`config.mk`:
```
export PLATFORM = sky130hd
export DESIGN_NAME = lvsc_top
export DESIGN_NICKNAME = d
export VERILOG_FILES = /design/src/lvsc_pkg.sv /design/src/lvsc_top.sv
export SDC_FILE = /design/constraint.sdc
export NUM_CORES = 1
export LEC_CHECK = 0
export ABC_AREA = 1
export BUFFER_PORTS_ARGS = -buffer_cell sky130_fd_sc_hd__buf_4
export CORE_ASPECT_RATIO = 1.1
export CORE_MARGIN = 5
export CORE_UTILIZATION = 47
export DETAILED_ROUTE_END_ITERATION = 8
export GPL_TIMING_DRIVEN = 0
export PLACE_DENSITY = 0.7
export SYNTH_ARGS = -nofsm -noshare
export SYNTH_HDL_FRONTEND = slang
export SYNTH_SLANG_ARGS = --single-unit
```
`constraint.sdc`:
```
create_clock -name CLK_SYS_I -period 3.21 [get_ports CLK_SYS_I]
set_clock_uncertainty 0.05 [all_clocks]
set_input_delay 0.1605 -clock CLK_SYS_I [delete_from_list [all_inputs] [get_ports CLK_SYS_I]]
set_output_delay 0.1605 -clock CLK_SYS_I [all_outputs]
set_load 0.1 [all_outputs]
```
`src/lvsc_pkg.sv`:
```
// Package for the low-voltage supervisor and stop control block.
// Assumes an 8-bit register port with one-cycle strobes and a 40 MHz clock.
package lvsc_pkg;
    localparam int unsigned ADDR_W = 2;
    localparam int unsigned DATA_W = 8;

    // Register offsets
    localparam logic [1:0] OFS_SUP_CTRL  = 2'h0;
    localparam logic [1:0] OFS_LVL_CTRL  = 2'h1;
    localparam logic [1:0] OFS_IRQ_STAT  = 2'h2;
    localparam logic [1:0] OFS_IRQ_MASK  = 2'h3;

    // Supervisor control/status fields
    localparam int unsigned B_WARN_FLAG  = 7;
    localparam int unsigned B_WARN_ACK   = 6;
    localparam int unsigned B_WARN_IE    = 5;
    localparam int unsigned B_DET_RE     = 4;
    localparam int unsigned B_DET_SE     = 3;
    localparam int unsigned B_DET_EN     = 2;
    localparam int unsigned B_BG_EN      = 0;

    // Level and stop control/status fields
    localparam int unsigned B_DET_VSEL   = 5;
    localparam int unsigned B_WARN_VSEL  = 4;
    localparam int unsigned B_DS_FLAG    = 3;
    localparam int unsigned B_DS_ACK     = 2;
    localparam int unsigned B_STOP_DEPTH = 0;

    // Interrupt status/mask fields
    localparam int unsigned B_EV_WARN    = 0;
    localparam int unsigned B_EV_DETECT  = 1;
    localparam int unsigned B_EV_DSTOP   = 2;
    localparam int unsigned EV_W         = 3;

    // Reset values
    localparam logic       RST_DET_EN    = 1'b1;
    localparam logic       RST_DET_RE    = 1'b1;
    localparam logic       RST_DET_SE    = 1'b0;
    localparam logic       RST_OTHER     = 1'b0;
    localparam logic [2:0] RST_EV        = 3'h0;

    typedef struct packed {
        logic [ADDR_W-1:0] addr;
        logic [DATA_W-1:0] wdata;
        logic              wr;
        logic              rd;
    } lvsc_bus_req_t;

    typedef struct packed {
        logic       det_enable;
        logic       det_reset_en;
        logic       det_stop_en;
        logic       warn_irq_en;
        logic       bg_enable;
        logic       det_vsel;
        logic       warn_vsel;
        logic       stop_depth;
    } lvsc_cfg_t;
endpackage

```
`src/lvsc_top.sv`:
```
// Low-voltage supervisor, trip level select and stop depth control.
// Comparator outputs and the deep-stop recovery pulse arrive asynchronously.
// How it works
// Warning flag sets and sticks until acknowledged
// Warning present at reset also sets flag
// Acknowledge clears flag only when warning gone
// Interrupt request while flag and enable set
// Enabled detect with reset enable forces reset
// Stop enable keeps detect alive in stop
// Detect enable gates reset and stop settings
// Bit zero drives bandgap buffer enable
// Write-once bits take first write only
// Detect select sets detect level, warning range
// Warning select picks level within range
// Two selects encode four warning levels
// Read-only flag shows deep stop recovery
// Acknowledge write clears deep stop flag
// Stop depth bit selects shallow or deep
// Software writes both registers at initialisation
// Comparator outputs synchronised before use
//
// Design decisions made here: the address map and strobed register access.
`timescale 1ns/1ps
module lvsc_top
    import lvsc_pkg::*;
(
    input  wire logic                       CLK_SYS_I,
    input  wire logic                       RESET_N_I,
    input  wire lvsc_pkg::lvsc_bus_req_t    BUS_REQ_I,
    output logic [lvsc_pkg::DATA_W-1:0]     BUS_RDATA_O,
    input  wire logic                       WARN_CMP_I,
    input  wire logic                       DETECT_CMP_I,
    input  wire logic                       DEEP_STOP_WAKE_I,
    input  wire logic                       IN_STOP_I,
    output logic                            WARN_IRQ_REQ_O,
    output logic                            SYS_RESET_REQ_O,
    output logic                            DETECT_ACTIVE_O,
    output logic                            BANDGAP_BUF_EN_O,
    output logic [1:0]                      WARN_LEVEL_SEL_O,
    output logic                            DETECT_LEVEL_SEL_O,
    output logic                            DEEP_STOP_SEL_O,
    output logic                            IRQ_O
);
    import lvsc_pkg::*;

    // Reset release
    logic [1:0] rst_sync_reg;
    logic       rst_n;
    always_ff @(posedge CLK_SYS_I or negedge RESET_N_I) begin
        if (!RESET_N_I) begin
            rst_sync_reg <= 2'h0;
        end else begin
            rst_sync_reg <= {rst_sync_reg[0], 1'b1};
        end
    end
    assign rst_n = rst_sync_reg[1];

    // Input synchronisers: three stages, change taken when stages 2 and 3 agree
    localparam int unsigned N_IN = 3;
    logic [N_IN-1:0] in_raw;
    logic [N_IN-1:0] s1_reg, s2_reg, s3_reg;
    logic [N_IN-1:0] in_q_reg, in_q_next;
    assign in_raw = {DEEP_STOP_WAKE_I, DETECT_CMP_I, WARN_CMP_I};

    genvar gi;
    generate
        for (gi = 0; gi < N_IN; gi++) begin : g_sync
            always_ff @(posedge CLK_SYS_I or negedge rst_n) begin
                if (!rst_n) begin
                    s1_reg[gi] <= 1'b0;
                    s2_reg[gi] <= 1'b0;
                    s3_reg[gi] <= 1'b0;
                end else begin
                    s1_reg[gi] <= in_raw[gi];
                    s2_reg[gi] <= s1_reg[gi];
                    s3_reg[gi] <= s2_reg[gi];
                end
            end
            always_comb begin
                in_q_next[gi] = (s2_reg[gi] == s3_reg[gi]) ? s2_reg[gi] : in_q_reg[gi];
            end
        end
    endgenerate

    logic warn_now, det_now, wake_now, wake_prev_reg;
    assign warn_now = in_q_reg[0];
    assign det_now  = in_q_reg[1];
    assign wake_now = in_q_reg[2];

    // Register write decode
    function automatic logic wr_hit(input lvsc_bus_req_t r, input logic [1:0] ofs);
        return r.wr && (r.addr == ofs);
    endfunction

    logic wr_sup, wr_lvl, wr_stat, wr_mask;
    assign wr_sup  = wr_hit(BUS_REQ_I, OFS_SUP_CTRL);
    assign wr_lvl  = wr_hit(BUS_REQ_I, OFS_LVL_CTRL);
    assign wr_stat = wr_hit(BUS_REQ_I, OFS_IRQ_STAT);
    assign wr_mask = wr_hit(BUS_REQ_I, OFS_IRQ_MASK);

    // Control state
    lvsc_cfg_t       cfg_reg, cfg_next;
    logic            lock_sup_reg, lock_sup_next;
    logic            lock_lvl_reg, lock_lvl_next;
    logic            warn_flag_reg, warn_flag_next;
    logic            ds_flag_reg, ds_flag_next;
    logic [EV_W-1:0] ev_stat_reg, ev_stat_next;
    logic [EV_W-1:0] ev_mask_reg, ev_mask_next;
    logic            det_live;
    logic            det_event;
    logic            wake_rise;
    logic [DATA_W-1:0] wd;

    assign wd = BUS_REQ_I.wdata;

    // Detect runs when enabled, and in stop only with stop enable
    assign det_live  = cfg_reg.det_enable && (!IN_STOP_I || cfg_reg.det_stop_en);
    assign det_event = det_live && det_now;
    assign wake_rise = wake_now && !wake_prev_reg;

    always_comb begin
        cfg_next      = cfg_reg;
        lock_sup_next = lock_sup_reg;
        lock_lvl_next = lock_lvl_reg;

        if (wr_sup) begin
            cfg_next.warn_irq_en = wd[B_WARN_IE];
            cfg_next.det_stop_en = wd[B_DET_SE];
            cfg_next.bg_enable   = wd[B_BG_EN];
            if (!lock_sup_reg) begin
                cfg_next.det_reset_en = wd[B_DET_RE];
                cfg_next.det_enable   = wd[B_DET_EN];
                lock_sup_next         = 1'b1;
            end
        end
        if (wr_lvl) begin
            cfg_next.warn_vsel = wd[B_WARN_VSEL];
            if (!lock_lvl_reg) begin
                cfg_next.det_vsel   = wd[B_DET_VSEL];
                cfg_next.stop_depth = wd[B_STOP_DEPTH];
                lock_lvl_next       = 1'b1;
            end
        end
    end

    // Flags: a set in the same cycle as a clear wins
    always_comb begin
        warn_flag_next = warn_flag_reg;
        ds_flag_next   = ds_flag_reg;
        if (wr_sup && wd[B_WARN_ACK] && !warn_now) begin
            warn_flag_next = 1'b0;
        end
        if (warn_now) begin
            warn_flag_next = 1'b1;
        end
        if (wr_lvl && wd[B_DS_ACK]) begin
            ds_flag_next = 1'b0;
        end
        if (wake_rise) begin
            ds_flag_next = 1'b1;
        end
    end

    // Interrupt status: write one to clear, new events win
    logic [EV_W-1:0] ev_set;
    always_comb begin
        ev_set              = '0;
        ev_set[B_EV_WARN]   = warn_now && !warn_flag_reg;
        ev_set[B_EV_DETECT] = det_event;
        ev_set[B_EV_DSTOP]  = wake_rise;
        ev_stat_next        = ev_stat_reg;
        ev_mask_next        = ev_mask_reg;
        if (wr_stat) begin
            ev_stat_next = ev_stat_reg & ~wd[EV_W-1:0];
        end
        ev_stat_next = ev_stat_next | ev_set;
        if (wr_mask) begin
            ev_mask_next = wd[EV_W-1:0];
        end
    end

    // Read mux
    logic [DATA_W-1:0] rdata_next, rdata_reg;
    always_comb begin
        rdata_next = '0;
        if (BUS_REQ_I.rd) begin
            unique case (BUS_REQ_I.addr)
                OFS_SUP_CTRL: begin
                    rdata_next[B_WARN_FLAG] = warn_flag_reg;
                    rdata_next[B_WARN_IE]   = cfg_reg.warn_irq_en;
                    rdata_next[B_DET_RE]    = cfg_reg.det_reset_en;
                    rdata_next[B_DET_SE]    = cfg_reg.det_stop_en;
                    rdata_next[B_DET_EN]    = cfg_reg.det_enable;
                    rdata_next[B_BG_EN]     = cfg_reg.bg_enable;
                end
                OFS_LVL_CTRL: begin
                    rdata_next[B_DET_VSEL]   = cfg_reg.det_vsel;
                    rdata_next[B_WARN_VSEL]  = cfg_reg.warn_vsel;
                    rdata_next[B_DS_FLAG]    = ds_flag_reg;
                    rdata_next[B_STOP_DEPTH] = cfg_reg.stop_depth;
                end
                OFS_IRQ_STAT: rdata_next[EV_W-1:0] = ev_stat_reg;
                OFS_IRQ_MASK: rdata_next[EV_W-1:0] = ev_mask_reg;
            endcase
        end
    end

    // Output next values
    logic       irq_req_next, rst_req_next, irq_next;
    logic [1:0] warn_lvl_next;
    always_comb begin
        irq_req_next  = cfg_next.warn_irq_en && warn_flag_next;
        // Reset request only counts when detection is enabled
        rst_req_next  = det_event && cfg_reg.det_reset_en;
        // Code {detect, warning}: detect bit alone picks the detect level
        warn_lvl_next = {cfg_next.det_vsel, cfg_next.warn_vsel};
        irq_next      = |(ev_stat_next & ev_mask_next);
    end

    always_ff @(posedge CLK_SYS_I or negedge rst_n) begin
        if (!rst_n) begin
            in_q_reg           <= '0;
            wake_prev_reg      <= 1'b0;
            cfg_reg.det_enable   <= RST_DET_EN;
            cfg_reg.det_reset_en <= RST_DET_RE;
            cfg_reg.det_stop_en  <= RST_DET_SE;
            cfg_reg.warn_irq_en  <= RST_OTHER;
            cfg_reg.bg_enable    <= RST_OTHER;
            cfg_reg.det_vsel     <= RST_OTHER;
            cfg_reg.warn_vsel    <= RST_OTHER;
            cfg_reg.stop_depth   <= RST_OTHER;
            lock_sup_reg       <= 1'b0;
            lock_lvl_reg       <= 1'b0;
            warn_flag_reg      <= 1'b0;
            ds_flag_reg        <= 1'b0;
            ev_stat_reg        <= RST_EV;
            ev_mask_reg        <= RST_EV;
            rdata_reg          <= '0;
            WARN_IRQ_REQ_O     <= 1'b0;
            SYS_RESET_REQ_O    <= 1'b0;
            DETECT_ACTIVE_O    <= 1'b0;
            BANDGAP_BUF_EN_O   <= 1'b0;
            WARN_LEVEL_SEL_O   <= 2'h0;
            DETECT_LEVEL_SEL_O <= 1'b0;
            DEEP_STOP_SEL_O    <= 1'b0;
            IRQ_O              <= 1'b0;
        end else begin
            in_q_reg           <= in_q_next;
            wake_prev_reg      <= wake_now;
            cfg_reg            <= cfg_next;
            lock_sup_reg       <= lock_sup_next;
            lock_lvl_reg       <= lock_lvl_next;
            warn_flag_reg      <= warn_flag_next;
            ds_flag_reg        <= ds_flag_next;
            ev_stat_reg        <= ev_stat_next;
            ev_mask_reg        <= ev_mask_next;
            rdata_reg          <= rdata_next;
            WARN_IRQ_REQ_O     <= irq_req_next;
            SYS_RESET_REQ_O    <= rst_req_next;
            DETECT_ACTIVE_O    <= cfg_next.det_enable
                                  && (!IN_STOP_I || cfg_next.det_stop_en);
            BANDGAP_BUF_EN_O   <= cfg_next.bg_enable;
            WARN_LEVEL_SEL_O   <= warn_lvl_next;
            DETECT_LEVEL_SEL_O <= cfg_next.det_vsel;
            DEEP_STOP_SEL_O    <= cfg_next.stop_depth;
            IRQ_O              <= irq_next;
        end
    end

    assign BUS_RDATA_O = rdata_reg;
endmodule

```
==> impl_metrics.py, run 1 <==
metrics = {
    "clock_tree": {
        "htree_levels": 2,
        "cts_made_buffers": 5,
        "cts_tree": "yes",
        "clk_pin_slew_ns": 0.11,
        "clock_path_buffers": 2,
        "root_buffer": "clkbuf_4",
        "numClockSinks": 44,
        "clock_latency_ns": 0.35,
        "postCtsSetupRepairBufs": 0,
    },
    "final_layout": {
        "fill_cells": 301,
        "num-nets-final": 217,
        "fin_cells": 248,
        "drive_gt1_frac": 0.270,
        "syn_to_final_growth_pct": 25.7,
        "antenna-diode-count": 0,
        "largest_reg_flops": 7,
    },
    "flow_run": {
        "maxCapViolCount": 0,
    },
    "routing": {
        "vias": 1152,
        "drc": 0,
        "post_drt_wl_per_cell_um": 12.5,
        "drt_iter0_drc": 47,
        "ant_nets": 0,
        "via_per_inst": 4.65,
        "drt-total-wl_um": 3110,
        "first_pass_iters": 3,
    },
    "logic_synthesis": {
        "syn_inst": 154,
        "synth-async-reset-ratio": 1.00,
        "synth_xor_area_frac": 0,
        "avgSynthCellArea_sq_um": 10.7,
        "yosys.area.top_type": "dfrtp_1",
        "synth_area_sq_mm": 0.00165,
        "synth_fa_ha_area_frac": 0.0182,
        "synth_cell_types": 21,
        "synth_mux_area_frac": 0,
        "yosys_warnings": 0,
        "synth_compound_area_frac": 0.0645,
        "synth_top_family_by_area": "simple AND/OR/NAND/NOR gates",
        "yosys.area.top_type_share": 0.638,
        "synth-edff-count": 0,
        "ys.flop_type": "dfrtp_1",
        "synth_common_cells": "42 x dfrtp_1, 39 x nand2_1, 18 x inv_1",
        "yosysMostFrequentCell": "dfrtp_1",
        "synthSimpleGateAreaFrac": 0.176,
        "synthTopCellsByArea": "dfrtp_1 64%, nand2_1 8.9%, inv_1 4.1%",
        "ys_seq_elements": 44,
        "synth-seq-area-share": 0.670,
        "syn-num-nets": 172,
    },
    "floorplanning": {
        "io_pins": 35,
        "dieWidth_um": 66.5,
        "fp-row-count": 22,
        "initial_core_util": 0.491,
        "coreArea_sq_mm": 0.00336,
        "dieArea_sq_mm": 0.00479,
        "die_h_um": 72.1,
    },
    "worst_setup_path": {
        "r2r_cells": 4,
        "r2r_setup_slack_ns": 2.15,
        "critPathKind": "input pin to register",
        "reg2reg_from": "cfg_reg[7]",
        "worst_r2r_endpoint": "IRQ_O",
        "cp_data_arrival_time_ns": 1.54,
        "slowest_stage": "dlygate4sd3_1",
        "startpoint": "BUS_REQ_I[10]",
        "cp-start-kind": "input pin",
        "slowest_delay_ns": 0.54,
        "crit_path_end": "WARN_IRQ_REQ_O",
        "path_max_fanout": 8,
        "end_kind": "register",
        "path_cells": "dlygate4sd3_1, buf_4, nor2_4, nand2_2, o21ai_1, a21oi_1",
        "required_ns": 3.39,
    },
    "power": {
        "internal_power_uw": 770,
        "p_leak_nw": 1.04,
        "powerDensity_mw_per_mm2": 548,
        "p_sw_uw": 363,
        "pwr-share-seq": 0.554,
        "ir_drop_uv": 325,
        "clkPwrFrac": 0.240,
        "p_comb_frac": 0.206,
        "swShare": 0.321,
    },
    "run_status": {
        "status": "finished clean",
    },
    "worst_hold_path": {
        "hold_depth": 3,
        "hold_class": "input pin to register",
        "hold_start": "BUS_REQ_I[7]",
    },
    "timing": {
        "period_share": 0.424,
        "setup_viol": 0,
        "finalHoldViolCount": 0,
        "slew_headroom": 0.425,
        "slew_viol_final": 0,
        "tns_ns": 0,
        "post-route-min-period_ns": 1.36,
        "whs_ns": 0.0104,
        "rsz0062_at_grt": "false",
        "clock.fmax_ghz": 0.734,
        "worst_pin_slew_ns": 0.862,
    },
    "place": {
        "dp_hpwl_um": 2260,
        "dp_cells": 233,
        "place_congestion": 0.790,
        "port_buffers": 31,
    },
    "grt": {
        "grt_overflow": 0,
        "grt_use_total": 0.150,
        "grt_max_degree": 43,
        "grt_pass1_vias": 1176,
        "antenna_found_initial": 0,
        "grt_pass1_wl_um": 5440,
    },
}
## timing repair
| item | 4_1_cts | 5_1_grt |
|---|---|---|
| hold buffers | 7 | 0 |
| endpoints found under the hold margin | 8 | 0 |
| endpoints found under the setup margin | 0 | 0 |
| gates resized for setup | 0 | 0 |
## worst max-delay path: cells and delay by family
| kind | cells | cell delay (ns) |
|---|---|---|
| AO/OA/AOI/OAI | 2 | 0.29 |
| buffers and inverters | 2 | 0.71 |
| AND/OR/NAND/NOR | 2 | 0.38 |
## worst min-delay path by stage
stage / to / slack [ns]
6_report: WARN_LEVEL_SEL_O[1] / 0.01
5_1_grt: cfg_reg[5] / 0.03
4_1_cts: WARN_LEVEL_SEL_O[1] / 0.002
3_5_place_dp: rst_sync_reg[0] / -0.11
3_3_place_gp: rst_sync_reg[0] / -0.11
2_1_floorplan: rst_sync_reg[0] / -0.19
## metrics by stage
step                      cell area, sq um  power [mW]  utilization  setup slack [ns]
final                                 2070        1.13        0.617              1.85
after global routing                  2070        1.19        0.617              1.73
after CTS                             2070        1.14        0.617              1.84
after detailed placement              1940       0.868        0.578              2.03
after global placement                1940       0.861        0.578              1.48
after floorplan                       1650       0.803            -              1.64
## cell families after synthesis
kind of cell,Yosys count
AO/OA/AOI/OAI,20
buffers and inverters,24
flip-flops,44
adder cells (fa/ha/maj),3
other,2
AND/OR/NAND/NOR,61
## cell type report
cell class	instances	area (sq um)	area share
timing repair buffer	38	303	0.146
inverter	19	71.3	0.0344
tap	48	60.1	0.0290
clock buffer	8	58.8	0.0284
sequential	44	1100	0.534
multi-input combinational	86	434	0.210
buffer	5	38.8	0.0187
## power groups by stage
stage | clock network, mW | logic (mW) | registers [mW]
2_1_floorplan | 0 | 0.0803 | 0.723
3_3_place_gp | 0 | 0.225 | 0.637
3_5_place_dp | 0 | 0.228 | 0.640
4_1_cts | 0.279 | 0.235 | 0.629
5_1_grt | 0.303 | 0.250 | 0.636
6_report | 0.272 | 0.234 | 0.628
## placed cells by master, fill, tap and decap left out, drive strengths merged
cell / n
dfrtp: 42
nand2: 41
buf: 36
inv: 19
nand3: 13
o21ai: 12
clkbuf: 8
a21oi: 7
dlygate4sd3: 7
nand4: 3
maj3: 3
nor2: 3
conb: 2
dfstp: 2
o211ai: 1
nor4: 1
## routing by layer
metal,track usage,vias up,wire [um]
li1,-,579,-
met1,0.184,538,1350
met2,0.240,28,1510
met3,0.0387,7,172
met4,0.0813,0,74
met5,0,-,0
No activity file was read; power rests on OpenSTA's default activity.
==> inputs of run 2 (changes only) <==
==> constraint.sdc (replaced) <==
create_clock -name CLK_SYS_I -period 1.3 [get_ports CLK_SYS_I]
set_clock_uncertainty 0.05 [all_clocks]
set_input_delay 0.065 -clock CLK_SYS_I [delete_from_list [all_inputs] [get_ports CLK_SYS_I]]
set_output_delay 0.065 -clock CLK_SYS_I [all_outputs]
set_load 0.1 [all_outputs]
==> run 2 against run 1 <==
Register-to-register slack got worse by 1.9 ns. Clock power increased by 140%. Count of clock-buffer cells in the layout unchanged. Power increased by 150%. Global-route usage decreased by 0.86 points. Worst hold slack improved by 0.012 ns. Utilization increased by 3.1 points. Sequential share of layout area decreased by 2.5 points. Non-clock buffer count increased by 11.
==> impl_metrics.py, run 2 (same netlist as run 1, synthesis figures left out) <==
metrics = {
    "final_layout": {
        "antenna-diode-count": 0,
        "largest_reg_flops": 7,
        "fin_util": 0.648,
        "num-nets-final": 228,
        "syn_to_final_growth_pct": 32.0,
        "fill_cells": 271,
        "mostFrequentLayoutCells": "39 x dfrtp_1, 39 x nand2_1, 37 x buf_4, 18 x inv_1, 15 x dlygate4sd3_1",
        "drive_gt1_frac": 0.280,
        "fin_area_sq_mm": 0.00218,
    },
    "worst_setup_path": {
        "cp_data_arrival_time_ns": 1.13,
        "startpoint": "WARN_LEVEL_SEL_O[1]",
        "end_kind": "output port",
        "required_ns": 1.19,
        "r2r_cells": 4,
        "r2r_setup_slack_ns": 0.26,
        "cp-start-kind": "register",
        "reg2reg_from": "cfg_reg[7]",
        "critPathKind": "register to output port",
        "path_max_fanout": 4,
        "worst_r2r_endpoint": "IRQ_O",
    },
    "clock_tree": {
        "root_buffer": "clkbuf_4",
        "cts_tree": "yes",
        "numClockSinks": 44,
        "clock_latency_ns": 0.34,
        "clk_pin_slew_ns": 0.11,
        "clock_path_buffers": 2,
        "htree_levels": 2,
        "cts_made_buffers": 5,
    },
    "timing": {
        "clock.fmax_ghz": 0.803,
        "slew_headroom": 0.426,
        "worst_slack_ns": 0.0552,
        "tns_ns": 0,
        "whs_ns": 0.0223,
        "rsz0062_at_grt": "false",
        "worst_pin_slew_ns": 0.861,
        "period_share": 0.958,
        "slew_viol_final": 0,
        "setup_viol": 0,
        "post-route-min-period_ns": 1.24,
        "finalHoldViolCount": 0,
    },
    "power": {
        "p_leak_nw": 1.08,
        "powerDensity_mw_per_mm2": 1290,
        "ir_drop_uv": 852,
    },
    "place": {
        "pre_cts_ws_ns": 0.171,
        "dp_hpwl_um": 2240,
        "placed_area_sq_mm": 0.00194,
        "port_buffers": 31,
        "place_congestion": 0.800,
    },
    "floorplanning": {
        "fp-row-count": 22,
        "coreArea_sq_mm": 0.00336,
        "io_pins": 35,
        "dieWidth_um": 66.5,
        "die_h_um": 72.1,
        "dieArea_sq_mm": 0.00479,
        "initial_core_util": 0.491,
    },
    "routing": {
        "first_pass_iters": 4,
        "via_per_inst": 4.56,
        "drt-total-wl_um": 3150,
        "post_drt_wl_per_cell_um": 12.2,
        "drc": 0,
        "vias": 1180,
        "ant_nets": 0,
        "drt_iter0_drc": 90,
    },
    "grt": {
        "antenna_found_initial": 0,
        "grt_pass1_wl_um": 5140,
        "top_usage_layer": "met2",
        "grt_use_total": 0.141,
        "grt_max_degree": 43,
        "met2_usage": 0.244,
        "met3_usage": 0.0526,
        "grt_overflow": 0,
        "met1_usage": 0.165,
        "grt_pass1_vias": 1177,
    },
    "worst_hold_path": {
        "holdPathEnd": "BUS_RDATA_O[4]",
        "hold_depth": 4,
        "hold_start": "BUS_REQ_I[11]",
        "hold_class": "input pin to register",
    },
    "run_status": {
        "status": "finished clean",
    },
    "flow_run": {
        "maxCapViolCount": 0,
    },
}
run 2: changes by cell type in the layout (fill, tap and decap cells not counted), sizes merged:
cell,change
dlygate4sd3,+8
buf,+3
run 2: power breakdown:
group          total, mW  internal, mW  switching [mW]
Clock              0.652         0.267           0.384
Combinational      0.604         0.181           0.423
Sequential          1.55          1.47          0.0766
run 2: through the flow:
| stage | power [mW] | cells |
|---|---|---|
| global route | 2.94 | 259 |
| detailed placement | 2.14 | 233 |
| global placement | 2.13 | 233 |
| finish | 2.81 | 259 |
| floorplan | 1.98 | 154 |
| CTS | 2.84 | 256 |
run 2: final cells by class:
type / instances / area (sq um) / area share
inverter: 19 / 71.3 / 0.0328
timing repair buffer: 49 / 405 / 0.186
sequential: 44 / 1110 / 0.509
tap: 48 / 60.1 / 0.0276
multi-input combinational: 86 / 434 / 0.200
buffer: 5 / 38.8 / 0.0178
clock buffer: 8 / 58.8 / 0.0270
run 2: repair_timing:
action,CTS,global route
setup endpoints to repair,0,3
hold endpoints to repair,23,0
gates resized for setup,0,0
hold buffers,15,0
setup buffers,0,3
run 2: layer usage:
layer / part of all wire / routed length (um)
met5: 0 / 0
met4: 0.0048 / 15
met3: 0.059 / 185
met2: 0.51 / 1610
met1: 0.42 / 1340
run 2: worst max-delay path by stage:
| stage | cells past startpoint | end |
|---|---|---|
| 5_1_grt | 2 | WARN_LEVEL_SEL_O[0] |
| 6_report | 2 | WARN_LEVEL_SEL_O[1] |
| 3_5_place_dp | 0 | WARN_LEVEL_SEL_O[1] |
| 2_1_floorplan | 2 | BUS_RDATA_O[0] |
| 4_1_cts | 8 | DETECT_ACTIVE_O |
| 3_3_place_gp | 0 | cfg_reg[0] |
run 2: critical path, cell delays in order, from the launching register on:
cell and delay [ns]:
dfrtp_2 0.44, buf_4 0.13, buf_4 0.22
